### src/rail_seq_pkg.sv
// Purpose: Shared constants and types for the rail sequencing block.
// Assumes: Commands arrive already decoded from the management bus.
// Notes: Unused register bits read as zero.
package rail_seq_pkg;

  ////////////////////////////////////////////////////////////////////////////
  // Command codes
  localparam logic [7:0] CMD_LOOP_TUNING = 8'hDF;
  localparam logic [7:0] CMD_RAIL_ORDER = 8'hE0;
  localparam logic [7:0] CMD_VOLTAGE_FOLLOW_SETUP = 8'hE1;
  localparam logic [7:0] CMD_EVENT_GROUP_SETUP = 8'hE2;

  ////////////////////////////////////////////////////////////////////////////
  // Loop tuning fields
  localparam int LOOP_ENABLE_BIT = 24;
  localparam int LOOP_RESIDUAL_LSB = 16;
  localparam int LOOP_RESIDUAL_W = 8;
  localparam int LOOP_GAIN_LSB = 0;
  localparam int LOOP_GAIN_W = 16;
  localparam logic [24:0] LOOP_TUNING_RESET = 25'h0000000;

  // Rail order fields
  localparam int PREQUEL_ENABLE_BIT = 15;
  localparam int PREQUEL_ID_LSB = 8;
  localparam int SEQUEL_ENABLE_BIT = 7;
  localparam int SEQUEL_ID_LSB = 0;
  localparam int RAIL_ID_W = 5;
  localparam logic [15:0] RAIL_ORDER_RESET = 16'h0000;

  // Voltage follow fields
  localparam int TRACK_ENABLE_BIT = 7;
  localparam int TRACK_RATIO_BIT = 2;
  localparam int TRACK_LIMIT_BIT = 1;
  localparam logic [2:0] VOLTAGE_FOLLOW_RESET = 3'h0;

  // Event group fields
  localparam int SETPOINT_RESPOND_BIT = 21;
  localparam int SETPOINT_GROUP_LSB = 16;
  localparam int OPERATION_RESPOND_BIT = 13;
  localparam int OPERATION_GROUP_LSB = 8;
  localparam int FAIL_IMMEDIATE_BIT = 5;
  localparam int FAIL_GROUP_LSB = 0;
  localparam logic [23:0] EVENT_GROUP_RESET = 24'h000000;

  // Turn-off delay counter width
  localparam int OFF_DELAY_W = 16;

  ////////////////////////////////////////////////////////////////////////////
  // Inter-rail event bus
  typedef enum logic [2:0] {
    EV_POWER_GOOD,
    EV_POWER_DOWN,
    EV_POWER_FAIL,
    EV_SETPOINT,
    EV_OPERATION
  } event_kind_type;

  localparam int EVENT_KINDS = 5;

  typedef struct packed {
    event_kind_type kind;
    logic [4:0] data;
    logic share_peer;
  } bus_event_type;

endpackage : rail_seq_pkg

### src/hold_timer.sv
// Purpose: Down counter that delays a shutdown by a programmed count.
// Assumes: Same clock as the caller; load is sampled on start.
// Notes: A load of zero finishes on the cycle after start.
`timescale 1ns/1ns
`default_nettype none
module hold_timer #(
  parameter int W = 16
) (
  // Clock and control
  input wire logic clk,
  input wire logic rst,
  input wire logic ce,
  // Command
  input wire logic start,
  input wire logic abort,
  input wire logic [W-1:0] load,
  // Status
  output logic busy,
  output logic done
);

  logic [W-1:0] count;

  always_ff @(posedge clk) begin
    if (rst) begin
      count <= '0;
      busy <= 1'b0;
      done <= 1'b0;
    end else if (ce) begin
      done <= 1'b0;
      if (abort) begin
        busy <= 1'b0;
      end else if (start) begin
        count <= load;
        busy <= 1'b1;
      end else if (busy) begin
        if (count == '0) begin
          busy <= 1'b0;
          done <= 1'b1;
        end else begin
          count <= count - 1'b1;
        end
      end
    end
  end

endmodule : hold_timer
`default_nettype wire

### src/rail_sequence_group_config.sv
// Purpose: Loop tuning, rail sequencing, tracking and group event logic.
// Assumes: Event bus and command port run on clk; control pin is async.
// Notes: Received events and local requests are one-cycle pulses.
`timescale 1ns/1ns
`default_nettype none
module rail_sequence_group_config
  import rail_seq_pkg::*;
(
  // Clock, reset, enable
  input wire logic clk,
  input wire logic rst,
  input wire logic ce,
  // Decoded management commands
  input wire logic cmd_valid,
  input wire logic cmd_write,
  input wire logic [7:0] cmd_code,
  input wire logic [31:0] cmd_wdata,
  output logic rd_valid,
  output logic [31:0] rd_data,
  output logic cmd_unmapped,
  // Local enable sources, chosen by the on/off configuration
  input wire logic ctrl_pin,
  input wire logic use_pin,
  input wire logic use_operation,
  input wire logic operation_on,
  // Identity and shared configuration
  input wire logic [4:0] own_rail_id,
  input wire logic share_member,
  input wire logic [OFF_DELAY_W-1:0] off_delay,
  // Event bus receive
  input wire logic rx_valid,
  input wire bus_event_type rx_event,
  // Event bus transmit and local broadcast requests
  input wire logic send_setpoint,
  input wire logic send_operation,
  input wire logic send_power_fail,
  output logic tx_valid,
  output bus_event_type tx_event,
  // Power stage control
  output logic output_on,
  output logic fast_off,
  output logic setpoint_hit,
  output logic operation_hit,
  // Loop and tracking settings
  output logic adaptive_loop_response,
  output logic [LOOP_RESIDUAL_W-1:0] loop_residual,
  output logic [LOOP_GAIN_W-1:0] loop_gain,
  output logic track_enable,
  output logic track_half_ratio,
  output logic track_limit_pin
);

  ////////////////////////////////////////////////////////////////////////////
  // Register storage; only defined bits are kept
  logic [24:0] loop_tuning;
  logic [15:0] rail_order;
  logic [2:0] voltage_follow_setup;
  logic [23:0] event_group_setup;

  logic wr;
  assign wr = cmd_valid && cmd_write;
  always_ff @(posedge clk) begin
    if (rst) begin
      loop_tuning <= LOOP_TUNING_RESET;
    end else if (ce && wr && cmd_code == CMD_LOOP_TUNING) begin
      loop_tuning <= cmd_wdata[24:0];
    end
  end

  always_ff @(posedge clk) begin
    if (rst) begin
      rail_order <= RAIL_ORDER_RESET;
    end else if (ce && wr && cmd_code == CMD_RAIL_ORDER) begin
      // Gaps between fields are not stored
      rail_order <= cmd_wdata[15:0] & 16'h9F9F;
    end
  end

  always_ff @(posedge clk) begin
    if (rst) begin
      voltage_follow_setup <= VOLTAGE_FOLLOW_RESET;
    end else if (ce && wr && cmd_code == CMD_VOLTAGE_FOLLOW_SETUP) begin
      voltage_follow_setup <= {cmd_wdata[TRACK_ENABLE_BIT],
                               cmd_wdata[TRACK_RATIO_BIT],
                               cmd_wdata[TRACK_LIMIT_BIT]};
    end
  end

  always_ff @(posedge clk) begin
    if (rst) begin
      event_group_setup <= EVENT_GROUP_RESET;
    end else if (ce && wr && cmd_code == CMD_EVENT_GROUP_SETUP) begin
      // Top byte is unused and never stored
      event_group_setup <= cmd_wdata[23:0] & 24'h3F3F3F;
    end
  end

  ////////////////////////////////////////////////////////////////////////////
  // Read path, answered one cycle after the request
  logic [31:0] next_rd_data;
  logic next_unmapped;

  always_comb begin
    next_rd_data = 32'h00000000;
    next_unmapped = 1'b0;
    case (cmd_code)
      CMD_LOOP_TUNING: next_rd_data = {7'h00, loop_tuning};
      CMD_RAIL_ORDER: next_rd_data = {16'h0000, rail_order};
      CMD_VOLTAGE_FOLLOW_SETUP: begin
        next_rd_data[TRACK_ENABLE_BIT] = voltage_follow_setup[2];
        next_rd_data[TRACK_RATIO_BIT] = voltage_follow_setup[1];
        next_rd_data[TRACK_LIMIT_BIT] = voltage_follow_setup[0];
      end
      CMD_EVENT_GROUP_SETUP: next_rd_data = {8'h00, event_group_setup};
      default: next_unmapped = 1'b1;
    endcase
  end

  always_ff @(posedge clk) begin
    if (rst) begin
      rd_valid <= 1'b0;
      rd_data <= 32'h00000000;
      cmd_unmapped <= 1'b0;
    end else if (ce) begin
      rd_valid <= cmd_valid && !cmd_write;
      cmd_unmapped <= cmd_valid && next_unmapped;
      if (cmd_valid && !cmd_write) begin
        rd_data <= next_rd_data;
      end
    end
  end

  ////////////////////////////////////////////////////////////////////////////
  // Field views
  logic pre_en, seq_en, sp_respond, op_respond, pf_immediate;
  logic [4:0] pre_id, seq_id, sp_group, op_group, pf_group;
  assign pre_en = rail_order[PREQUEL_ENABLE_BIT];
  assign seq_en = rail_order[SEQUEL_ENABLE_BIT];
  assign pre_id = rail_order[PREQUEL_ID_LSB +: RAIL_ID_W];
  assign seq_id = rail_order[SEQUEL_ID_LSB +: RAIL_ID_W];
  assign sp_group = event_group_setup[SETPOINT_GROUP_LSB +: RAIL_ID_W];
  assign op_group = event_group_setup[OPERATION_GROUP_LSB +: RAIL_ID_W];
  assign pf_group = event_group_setup[FAIL_GROUP_LSB +: RAIL_ID_W];
  assign sp_respond = event_group_setup[SETPOINT_RESPOND_BIT];
  assign op_respond = event_group_setup[OPERATION_RESPOND_BIT];
  assign pf_immediate = event_group_setup[FAIL_IMMEDIATE_BIT];

  assign adaptive_loop_response = loop_tuning[LOOP_ENABLE_BIT];
  assign loop_residual = loop_tuning[LOOP_RESIDUAL_LSB +: LOOP_RESIDUAL_W];
  assign loop_gain = loop_tuning[LOOP_GAIN_LSB +: LOOP_GAIN_W];
  assign track_enable = voltage_follow_setup[2];
  assign track_half_ratio = voltage_follow_setup[1];
  assign track_limit_pin = voltage_follow_setup[0];

  ////////////////////////////////////////////////////////////////////////////
  // Control pin synchroniser
  logic ctrl_meta, ctrl_sync;
  always_ff @(posedge clk) begin
    if (rst) begin
      ctrl_meta <= 1'b0;
      ctrl_sync <= 1'b0;
    end else if (ce) begin
      ctrl_meta <= ctrl_pin;
      ctrl_sync <= ctrl_meta;
    end
  end

  logic enable_active;
  assign enable_active = (!use_pin || ctrl_sync) &&
                         (!use_operation || operation_on);

  ////////////////////////////////////////////////////////////////////////////
  // Received event decode
  logic rx_pg, rx_down, rx_fail;
  assign rx_pg = rx_valid && rx_event.kind == EV_POWER_GOOD &&
                 pre_en && rx_event.data == pre_id;
  assign rx_down = rx_valid && rx_event.kind == EV_POWER_DOWN &&
                   seq_en && rx_event.data == seq_id;
  // Share peers bypass the group match
  assign rx_fail = rx_valid && rx_event.kind == EV_POWER_FAIL &&
                   (rx_event.data == pf_group ||
                    (share_member && rx_event.share_peer));

  always_ff @(posedge clk) begin
    if (rst) begin
      setpoint_hit <= 1'b0;
      operation_hit <= 1'b0;
    end else if (ce) begin
      setpoint_hit <= rx_valid && rx_event.kind == EV_SETPOINT &&
                      sp_respond && rx_event.data == sp_group;
      operation_hit <= rx_valid && rx_event.kind == EV_OPERATION &&
                       op_respond && rx_event.data == op_group;
    end
  end

  // Prequel good is remembered until the local enable drops
  logic pg_seen;
  always_ff @(posedge clk) begin
    if (rst) begin
      pg_seen <= 1'b0;
    end else if (ce) begin
      if (rx_pg) begin
        pg_seen <= 1'b1;
      end else if (!enable_active) begin
        pg_seen <= 1'b0;
      end
    end
  end

  // Holds the rail off after a shutdown event until enable is cycled,
  // otherwise a still-latched prequel good would restart it at once
  logic off_lock;
  always_ff @(posedge clk) begin
    if (rst) begin
      off_lock <= 1'b0;
    end else if (ce) begin
      if (rx_fail || rx_down) begin
        off_lock <= 1'b1;
      end else if (!enable_active) begin
        off_lock <= 1'b0;
      end
    end
  end

  ////////////////////////////////////////////////////////////////////////////
  // Output sequencing
  typedef enum logic [1:0] {
    ST_OFF,
    ST_ON,
    ST_STOP
  } rail_state_type;

  rail_state_type state;
  logic timer_start, timer_done, going_off, going_on, kill_now, stop_req;
  assign kill_now = rx_fail && pf_immediate;
  assign stop_req = rx_down || !enable_active ||
                    (rx_fail && !pf_immediate);
  assign going_on = state == ST_OFF && enable_active && !off_lock &&
                    (!pre_en || pg_seen);
  assign timer_start = state == ST_ON && !kill_now && stop_req;
  assign going_off = (state != ST_OFF) &&
                     (kill_now || (state == ST_STOP && timer_done));
  hold_timer #(
    .W(OFF_DELAY_W)
  ) off_timer (
    .clk(clk),
    .rst(rst),
    .ce(ce),
    .start(timer_start),
    .abort(kill_now),
    .load(off_delay),
    .busy(),
    .done(timer_done)
  );

  always_ff @(posedge clk) begin
    if (rst) begin
      state <= ST_OFF;
    end else if (ce) begin
      case (state)
        ST_OFF: state <= going_on ? ST_ON : ST_OFF;
        ST_ON: begin
          if (kill_now) begin
            state <= ST_OFF;
          end else if (stop_req) begin
            state <= ST_STOP;
          end
        end
        ST_STOP: state <= going_off ? ST_OFF : ST_STOP;
        default: state <= ST_OFF;
      endcase
    end
  end

  always_ff @(posedge clk) begin
    if (rst) begin
      output_on <= 1'b0;
      fast_off <= 1'b0;
    end else if (ce) begin
      fast_off <= kill_now && state != ST_OFF;
      if (going_on) begin
        output_on <= 1'b1;
      end else if (going_off) begin
        output_on <= 1'b0;
      end
    end
  end

  ////////////////////////////////////////////////////////////////////////////
  // Transmit queue: one pending flag per kind, lowest index first.
  // A new request in the cycle its flag is sent is kept, not lost.
  logic [EVENT_KINDS-1:0] pend, req, grant;
  // Bit order follows the event kind codes
  assign req = {send_operation, send_setpoint, send_power_fail, going_off,
                going_on};
  always_comb begin
    grant = '0;
    for (int i = 0; i < EVENT_KINDS; i++) begin
      if (pend[i] && grant == '0) begin
        grant[i] = 1'b1;
      end
    end
  end

  always_ff @(posedge clk) begin
    if (rst) begin
      pend <= '0;
    end else if (ce) begin
      pend <= (pend & ~grant) | req;
    end
  end

  logic [4:0] next_tx_data;
  event_kind_type next_tx_kind;
  always_comb begin
    next_tx_kind = EV_POWER_GOOD;
    next_tx_data = own_rail_id;
    if (grant[EV_POWER_DOWN]) begin
      next_tx_kind = EV_POWER_DOWN;
    end else if (grant[EV_POWER_FAIL]) begin
      next_tx_kind = EV_POWER_FAIL;
      next_tx_data = pf_group;
    end else if (grant[EV_SETPOINT]) begin
      next_tx_kind = EV_SETPOINT;
      next_tx_data = sp_group;
    end else if (grant[EV_OPERATION]) begin
      next_tx_kind = EV_OPERATION;
      next_tx_data = op_group;
    end
  end

  always_ff @(posedge clk) begin
    if (rst) begin
      tx_valid <= 1'b0;
      tx_event <= '0;
    end else if (ce) begin
      tx_valid <= grant != '0;
      if (grant != '0) begin
        tx_event.kind <= next_tx_kind;
        tx_event.data <= next_tx_data;
        // Lets share peers follow a local fail whatever their group
        tx_event.share_peer <= share_member;
      end
    end
  end

endmodule : rail_sequence_group_config
`default_nettype wire

### config.mk
export PLATFORM = sky130hd
export DESIGN_NAME = rail_sequence_group_config
export DESIGN_NICKNAME = d
export VERILOG_FILES = /design/src/rail_seq_pkg.sv /design/src/hold_timer.sv /design/src/rail_sequence_group_config.sv
export SDC_FILE = /design/constraint.sdc
export NUM_CORES = 1
export LEC_CHECK = 0
export ABC_AREA = 1
export BUFFER_PORTS_ARGS = -buffer_cell sky130_fd_sc_hd__buf_4
export CAP_MARGIN = 40
export CORE_MARGIN = 5
export CORE_UTILIZATION = 25
export DETAILED_ROUTE_END_ITERATION = 12
export PLACE_DENSITY_LB_ADDON = 0.3
export SYNTH_ARGS = -nofsm -noshare
export SYNTH_HDL_FRONTEND = slang
export SYNTH_SLANG_ARGS = --single-unit
### constraint.sdc
create_clock -name clk -period 2.1 [get_ports clk]
set_clock_uncertainty 0.15 [all_clocks]
set_input_delay 0.105 -clock clk [delete_from_list [all_inputs] [get_ports clk]]
set_output_delay 0.105 -clock clk [all_outputs]
set_load 0.02 [all_outputs]
==> After elaboration in Yosys (flattened, before gate mapping) <==
Index checks and enable logic that the tools add are counted.
{ "totals": {"regBits": 135, "latch_bits": 0, "ramBits": 0, "mem_bits_ro": 0, "output_inout_bits": 76, "word_cells": 161, "n_memories": 0} }
{ "classes": {"add_sub_neg": 1, "n_mul": 0, "div_mod_pow": 0, "order_cmp": 0, "n_eq_ne": 19, "n_shift": 0, "muxes": 40, "bitwise_logic": 5, "reduce_logical": 72} }
{ "op_table": {"columns": ["cell", "count"], "rows": [
  ["17-bit case mux with 3 select lines", 1],
  ["16-bit 2-to-1 mux", 3],
  ["1-bit logical AND", 38],
  ["8-bit equality test (second input constant)", 4],
  ["5-bit equality test", 5],
  ["1-bit 2-to-1 mux", 20],
  ["5-bit 2-to-1 mux", 4],
  ["16-bit logical NOT", 1],
  ["16-bit by 1-bit subtractor with 16-bit output (second input constant)", 1],
  ["3-bit 2-to-1 mux", 4],
  ["4-bit case mux with 3 select lines", 1],
  ["2-bit AND reduction", 6],
  ["1-bit logical NOT", 8],
  ["1-bit logical OR", 8],
  ["2-bit case mux with 4 select lines", 1],
  ["3-bit by 2-bit equality test with 1-bit output (second input constant)", 2],
  ["3-bit logical NOT", 2],
  ["2-bit 2-to-1 mux", 3],
  ["2-bit by 1-bit != test with 1-bit output (second input constant)", 3],
  ["1-bit case mux with 3 select lines", 2],
  ["2-bit case mux with 3 select lines", 1],
  ["2-bit nonzero test", 3],
  ["5-bit AND", 1],
  ["5-bit NOT", 1],
  ["12 further kinds", 14]
]} }

==> Logic depth before layout (Yosys ltp) <==
{ "logic_depth": {"ltp_word": 17, "ltp_mapped": 16, "ltp_nobuf": 14} }

==> Hierarchy <==
From an unflattened synthesis, not the netlist that was laid out.
{ "hier_totals": {"hier_cells": 916, "hier_area_um2": 6448.7} }
{ "modules_own_cells": {"columns": ["module", "instances", "cells_each", "area_per_inst_um2", "seq_area_each_um2"], "rows": [
  ["rail_sequence_group_config", 1, 696, 5113.7, 2202.1],
  ["hold_timer", 1, 220, 1335.0, 360.3]
]} }

==> Worst setup path after synthesis <==
Ideal clock, no wire load.
{ "synth_path": {"path_type": "reg-to-reg", "from": "reg off_timer.count[10]", "to": "reg off_timer.count[10]", "setup_ns": 0.062, "t_arrival_ns": 1.501, "required_ns": 1.888, "setup_slack_ns": 0.387, "stages_incl_launch_ff": 10, "path_cell_list": "dfxtp_1 nor2_1 nand3_1 nor4_1 or2_2 nand2_4 nand2_4 buf_12 nor2_2 nor2_2"} }
{ "synth_between": {"elab_chain_cells": 4, "word_cells_on_any_way": 7, "classes_between": "add/sub (1); eq/ne (1); mux (3); reduce/logical (2)"} }
{ "synth_lines": {"columns": ["item", "line", "text"], "rows": [
  ["from (decl)", "hold_timer.sv:22", "logic [W-1:0] count;"],
  ["from (signal assigned)", "hold_timer.sv:34", "count <= load;"],
  ["from (signal assigned)", "hold_timer.sv:41", "count <= count - 1'b1;"],
  ["16-bit by 1-bit subtractor with 16-bit output", "hold_timer.sv:41", null],
  ["16-bit 2-to-1 mux", "hold_timer.sv:37", "if (count == '0) begin"],
  ["16-bit 2-to-1 mux", "hold_timer.sv:36", "end else if (busy) begin"],
  ["16-bit 2-to-1 mux", "hold_timer.sv:33", "end else if (start) begin"]
]} }
Several ways; a longest one is shown, not always the timed one. The select of a mux whose other input is x is not followed.
A chain may end at the register's enable or synchronous reset.

==> Final worst setup path <==
{ "layout_path": {"from": "reg event_group_setup[10]", "to": "reg operation_hit"} }
{ "layout_between": {"elab_chain_cells": 2} }
{ "layout_lines": {"columns": ["item", "line", "text"], "rows": [
  ["from (decl)", "rail_sequence_group_config.sv:58", "logic [23:0] event_group_setup;"],
  ["from (signal assigned)", "rail_sequence_group_config.sv:94", "event_group_setup <= cmd_wdata[23:0] & 24'h3F3F3F;"],
  ["5-bit equality test", "rail_sequence_group_config.sv:192", "op_respond && rx_event.data == op_group;"],
  ["1-bit logical AND", "rail_sequence_group_config.sv:192", null],
  ["to (signal assigned)", "rail_sequence_group_config.sv:191", "operation_hit <= rx_valid && rx_event.kind == EV_OPERATION &&"],
  ["to (decl)", "rail_sequence_group_config.sv:43", "output logic operation_hit,"]
]} }
Every way passes these cells.

==> impl_summary.log <==
INFO  metric cellPowerDensity = 725 nW/µm²
INFO  metric cts-htree-levels = 4
INFO  metric reg2regPathDepth = 6
INFO  metric clock_tree.buffer_depth = 2
INFO  metric fmax = 0.507 GHz
INFO  metric final_hold_violation_count = 0
INFO  metric firstDrtPassIters = 5
INFO  metric critical_path_depth = 6
INFO  metric synth_cell_type_count = 44
INFO  metric internal-power = 4790 µW
INFO  metric unrepaired_setup_endpoints_after_global_routing = no
INFO  metric clkLatencyLatePin = 410 ps
INFO  metric first_global_vias = 6348
INFO  metric detail-route-antenna-nets = 0
INFO  metric cts_tree = done
INFO  metric post_synth.cell_area_avg = 6.97 µm²
INFO  metric initial_utilization = 0.251
INFO  metric routed_wirelength = 21700 µm
INFO  metric switchingPower = 1690 µW
INFO  metric number_of_stages_on_the_worst_hold_path = 5
INFO  metric share_clk_of_total_power = 0.462
INFO  metric worstHoldPathType = input port to flip-flop
INFO  metric ys_ff_latch = 128
INFO  metric timing.final.crit_share = 0.939
INFO  metric grt_antenna_before_repair = 0
INFO  metric synthesis.instances = 899
INFO  metric critical_path_buf_inv_count = 2
INFO  metric critical_path_arrival = 2160 ps
INFO  metric chipWidth = 168 µm
INFO  metric drt_first_iter_violations = 516
INFO  metric sequential_share_of_power = 0.387
INFO  metric detail_route.vias_per_cell = 4.59
INFO  metric status = finished clean
INFO  metric report.final.setup_viol = 0
INFO  metric place_congestion = 0.865
INFO  metric area_growth = 42.7%
INFO  metric drc_errors = 0
INFO  metric leak = 0.00378 µW
INFO  metric global_route_wire_length_before_repair = 34400 µm
INFO  metric antenna_cells_inserted = 0
INFO  metric worst_setup_hold_path_clk_slew = 60 ps
INFO  metric tritoncts_num_sinks = 128
INFO  metric maxSlewViolCount = 0
INFO  metric critical_path.max_stage_delay = 570 ps
INFO  metric drive_above_1_share = 0.214
INFO  metric post-layout-total-power = 6490 µW
INFO  metric cts_buffers = 17
INFO  metric vias = 6600
INFO  metric max_cap_violations = 0
INFO  metric vdd_drop_max = 0.399 mV
INFO  metric gr-total-overflow = 0
INFO  metric final_net_count = 1184
INFO  metric power.share.switching = 0.261
INFO  metric post-dp-hpwl = 15700 µm
INFO  metric floorplan.rows = 58
INFO  metric critical_path_peak_fanout = 5
INFO  metric synth-seq-area-share = 0.409
INFO  metric synthesis.area = 6270 µm²
INFO  metric cp_data_required_time = 2290 ps
INFO  metric critical_path_start_type = flip-flop
INFO  metric fin_crit = 1970 ps
INFO  metric finalCoreUtilization = 0.358
INFO  metric crit_family = buffers and inverters
INFO  metric port_buffers = 145
INFO  metric synthesis.yosys.warnings = 0
INFO  metric grt_start_max_net_pins = 78
INFO  metric die-height = 168 µm
INFO  metric overall_die_area = 28300 µm²
INFO  metric ios = 160
INFO  metric post_cts.repair.setup_buffers = 0
INFO  metric core = 25000 µm²
INFO  metric post_drt_wl_per_cell = 15.1 µm
INFO  metric worst-setup-path-type = flip-flop to flip-flop
INFO  metric cts_root_buf = sky130_fd_sc_hd__clkbuf_16
INFO  metric cp-end-kind = flip-flop
INFO  metric crit_path_top_delay_cell = sky130_fd_sc_hd__dlygate4sd3_1
INFO  metric grt_usage = 0.151
INFO  metric hold-worst-slack = 17.9 ps
INFO  metric power_frac_comb = 0.151
INFO  metric timing.setup.tns = 0 ps
INFO  metric timing.critical_path.cells = inv_1 -> o22ai_1 -> a2111oi_1 -> nand3_1 -> dlygate4sd3_1 -> a21oi_1
## cell type report
class                   instances  area (µm²)
well taps                     330         413
flip-flops and latches        128        2560
clock buffers                  21         450
inverters                     111         419
fillers                      2657       16000
repair buffers                225        1880
multi-input cells             615        3090
clock inverters                 9         136
## registers in the layout, summed over array words and instances (netlist names), 2 cells and up
register              count
event_group_setup        18
loop_tuning              25
off_timer.count          16
pend                      5
rail_order               12
rd_data                  25
state                     2
tx_event                  9
voltage_follow_setup      3
## power groups by stage
| stage | clock (µW) | combinational [µW] | sequential, µW |
|---|---|---|---|
| 2_1_floorplan | 0 | 538 | 2590 |
| 3_3_place_gp | 0 | 872 | 2560 |
| 3_5_place_dp | 0 | 877 | 2560 |
| 4_1_cts | 3070 | 968 | 2510 |
| 5_1_grt | 3190 | 1090 | 2520 |
| 6_report | 3000 | 979 | 2510 |
## placed cells by master, fill, tap and decap left out, drive strengths merged, types with 7 or more instances in the layout
cell type,n
buf,166
xor2,13
inv,108
dlygate4sd3,59
clkinv,7
a21oi,104
o21ai,80
dfxtp,128
nor2,81
o22ai,24
nand3,61
nor3,11
conb,7
nand2,191
clkbuf,21
o221ai,9
## metrics by stage
| step | area [µm²] | worst slack [ps] | std cells |
|---|---|---|---|
| final | 8950 | 129 | 1439 |
| after global routing | 8950 | 12.3 | 1439 |
| after CTS | 8910 | 95.2 | 1438 |
| after detailed placement | 7730 | 144 | 1349 |
| after global placement | 7730 | 128 | 1349 |
| after floorplan | 6290 | 387 | 905 |
## metal layers
metal | GRT usage | vias to the layer above | wire, µm
met5 | 0 | - | 0
met3 | 0.0458 | 16 | 1390
li1 | - | 3359 | -
met4 | 0.0339 | 0 | 264
met1 | 0.198 | 3042 | 9970
met2 | 0.245 | 183 | 10100
## cell usage after synthesis (all sizes together)
cell type | count | area (µm²)
xor2 | 13 | 114
nand4 | 5 | 31.3
inv | 109 | 412
nor3 | 11 | 55.1
dfxtp | 128 | 2560
or2 | 2 | 12.5
nor2 | 81 | 354
a31oi | 1 | 6.26
nor4 | 4 | 25.0
a221oi | 2 | 17.5
clkinv | 2 | 7.51
a21oi | 104 | 521
a22oi | 2 | 15.0
conb | 1 | 3.75
nand2 | 191 | 763
buf | 18 | 135
o2111ai | 2 | 17.5
o21bai | 1 | 7.51
o22ai | 24 | 150
nor3b | 1 | 7.51
o221ai | 9 | 78.8
a211oi | 1 | 7.51
a41oi | 1 | 8.76
o211ai | 5 | 37.5
o21ai | 80 | 400
a2111oi | 1 | 8.76
nand3 | 60 | 323
a2bb2oi | 1 | 8.76
ha | 2 | 25.0
clkbuf | 34 | 128
xnor2 | 3 | 26.3
## path summary, 6_finish.rpt
path	start	to	slack [ps]
worst max-delay path	event_group_setup[10]	operation_hit	130
worst min-delay path	operation_on	pg_seen	20
worst max register to register	event_group_setup[10]	operation_hit	130
worst min register to register	tx_event[7]	tx_event[7]	310
## worst reg2reg max path, cell delays in order, from the launching register on
cell                            delay, ps
sky130_fd_sc_hd__dfxtp_1              290
sky130_fd_sc_hd__inv_1                190
sky130_fd_sc_hd__o22ai_1              130
sky130_fd_sc_hd__a2111oi_1            340
sky130_fd_sc_hd__nand3_1              110
sky130_fd_sc_hd__dlygate4sd3_1        570
sky130_fd_sc_hd__a21oi_1              120
## kinds of logic (layout without fill, tap and decap cells)
family	after synthesis	after routing	share of synthesized area
and+or+nand+nor	355	356	0.251
AOI/OAI and AO/OA	234	234	0.205
buffers and inverters	163	366	0.109
DFF	128	128	0.409
xor gates and xnor gates	16	16	0.0224
adders and majority gates	2	2	0.00399
other	1	7	0.000598
## what timing repair did
item	in CTS	in global routing
hold buffers	59	0
setup endpoints to repair	0	26
hold endpoints to repair	101	0
resized for setup	0	9
Note: power is estimated with default switching activity, not from simulation.
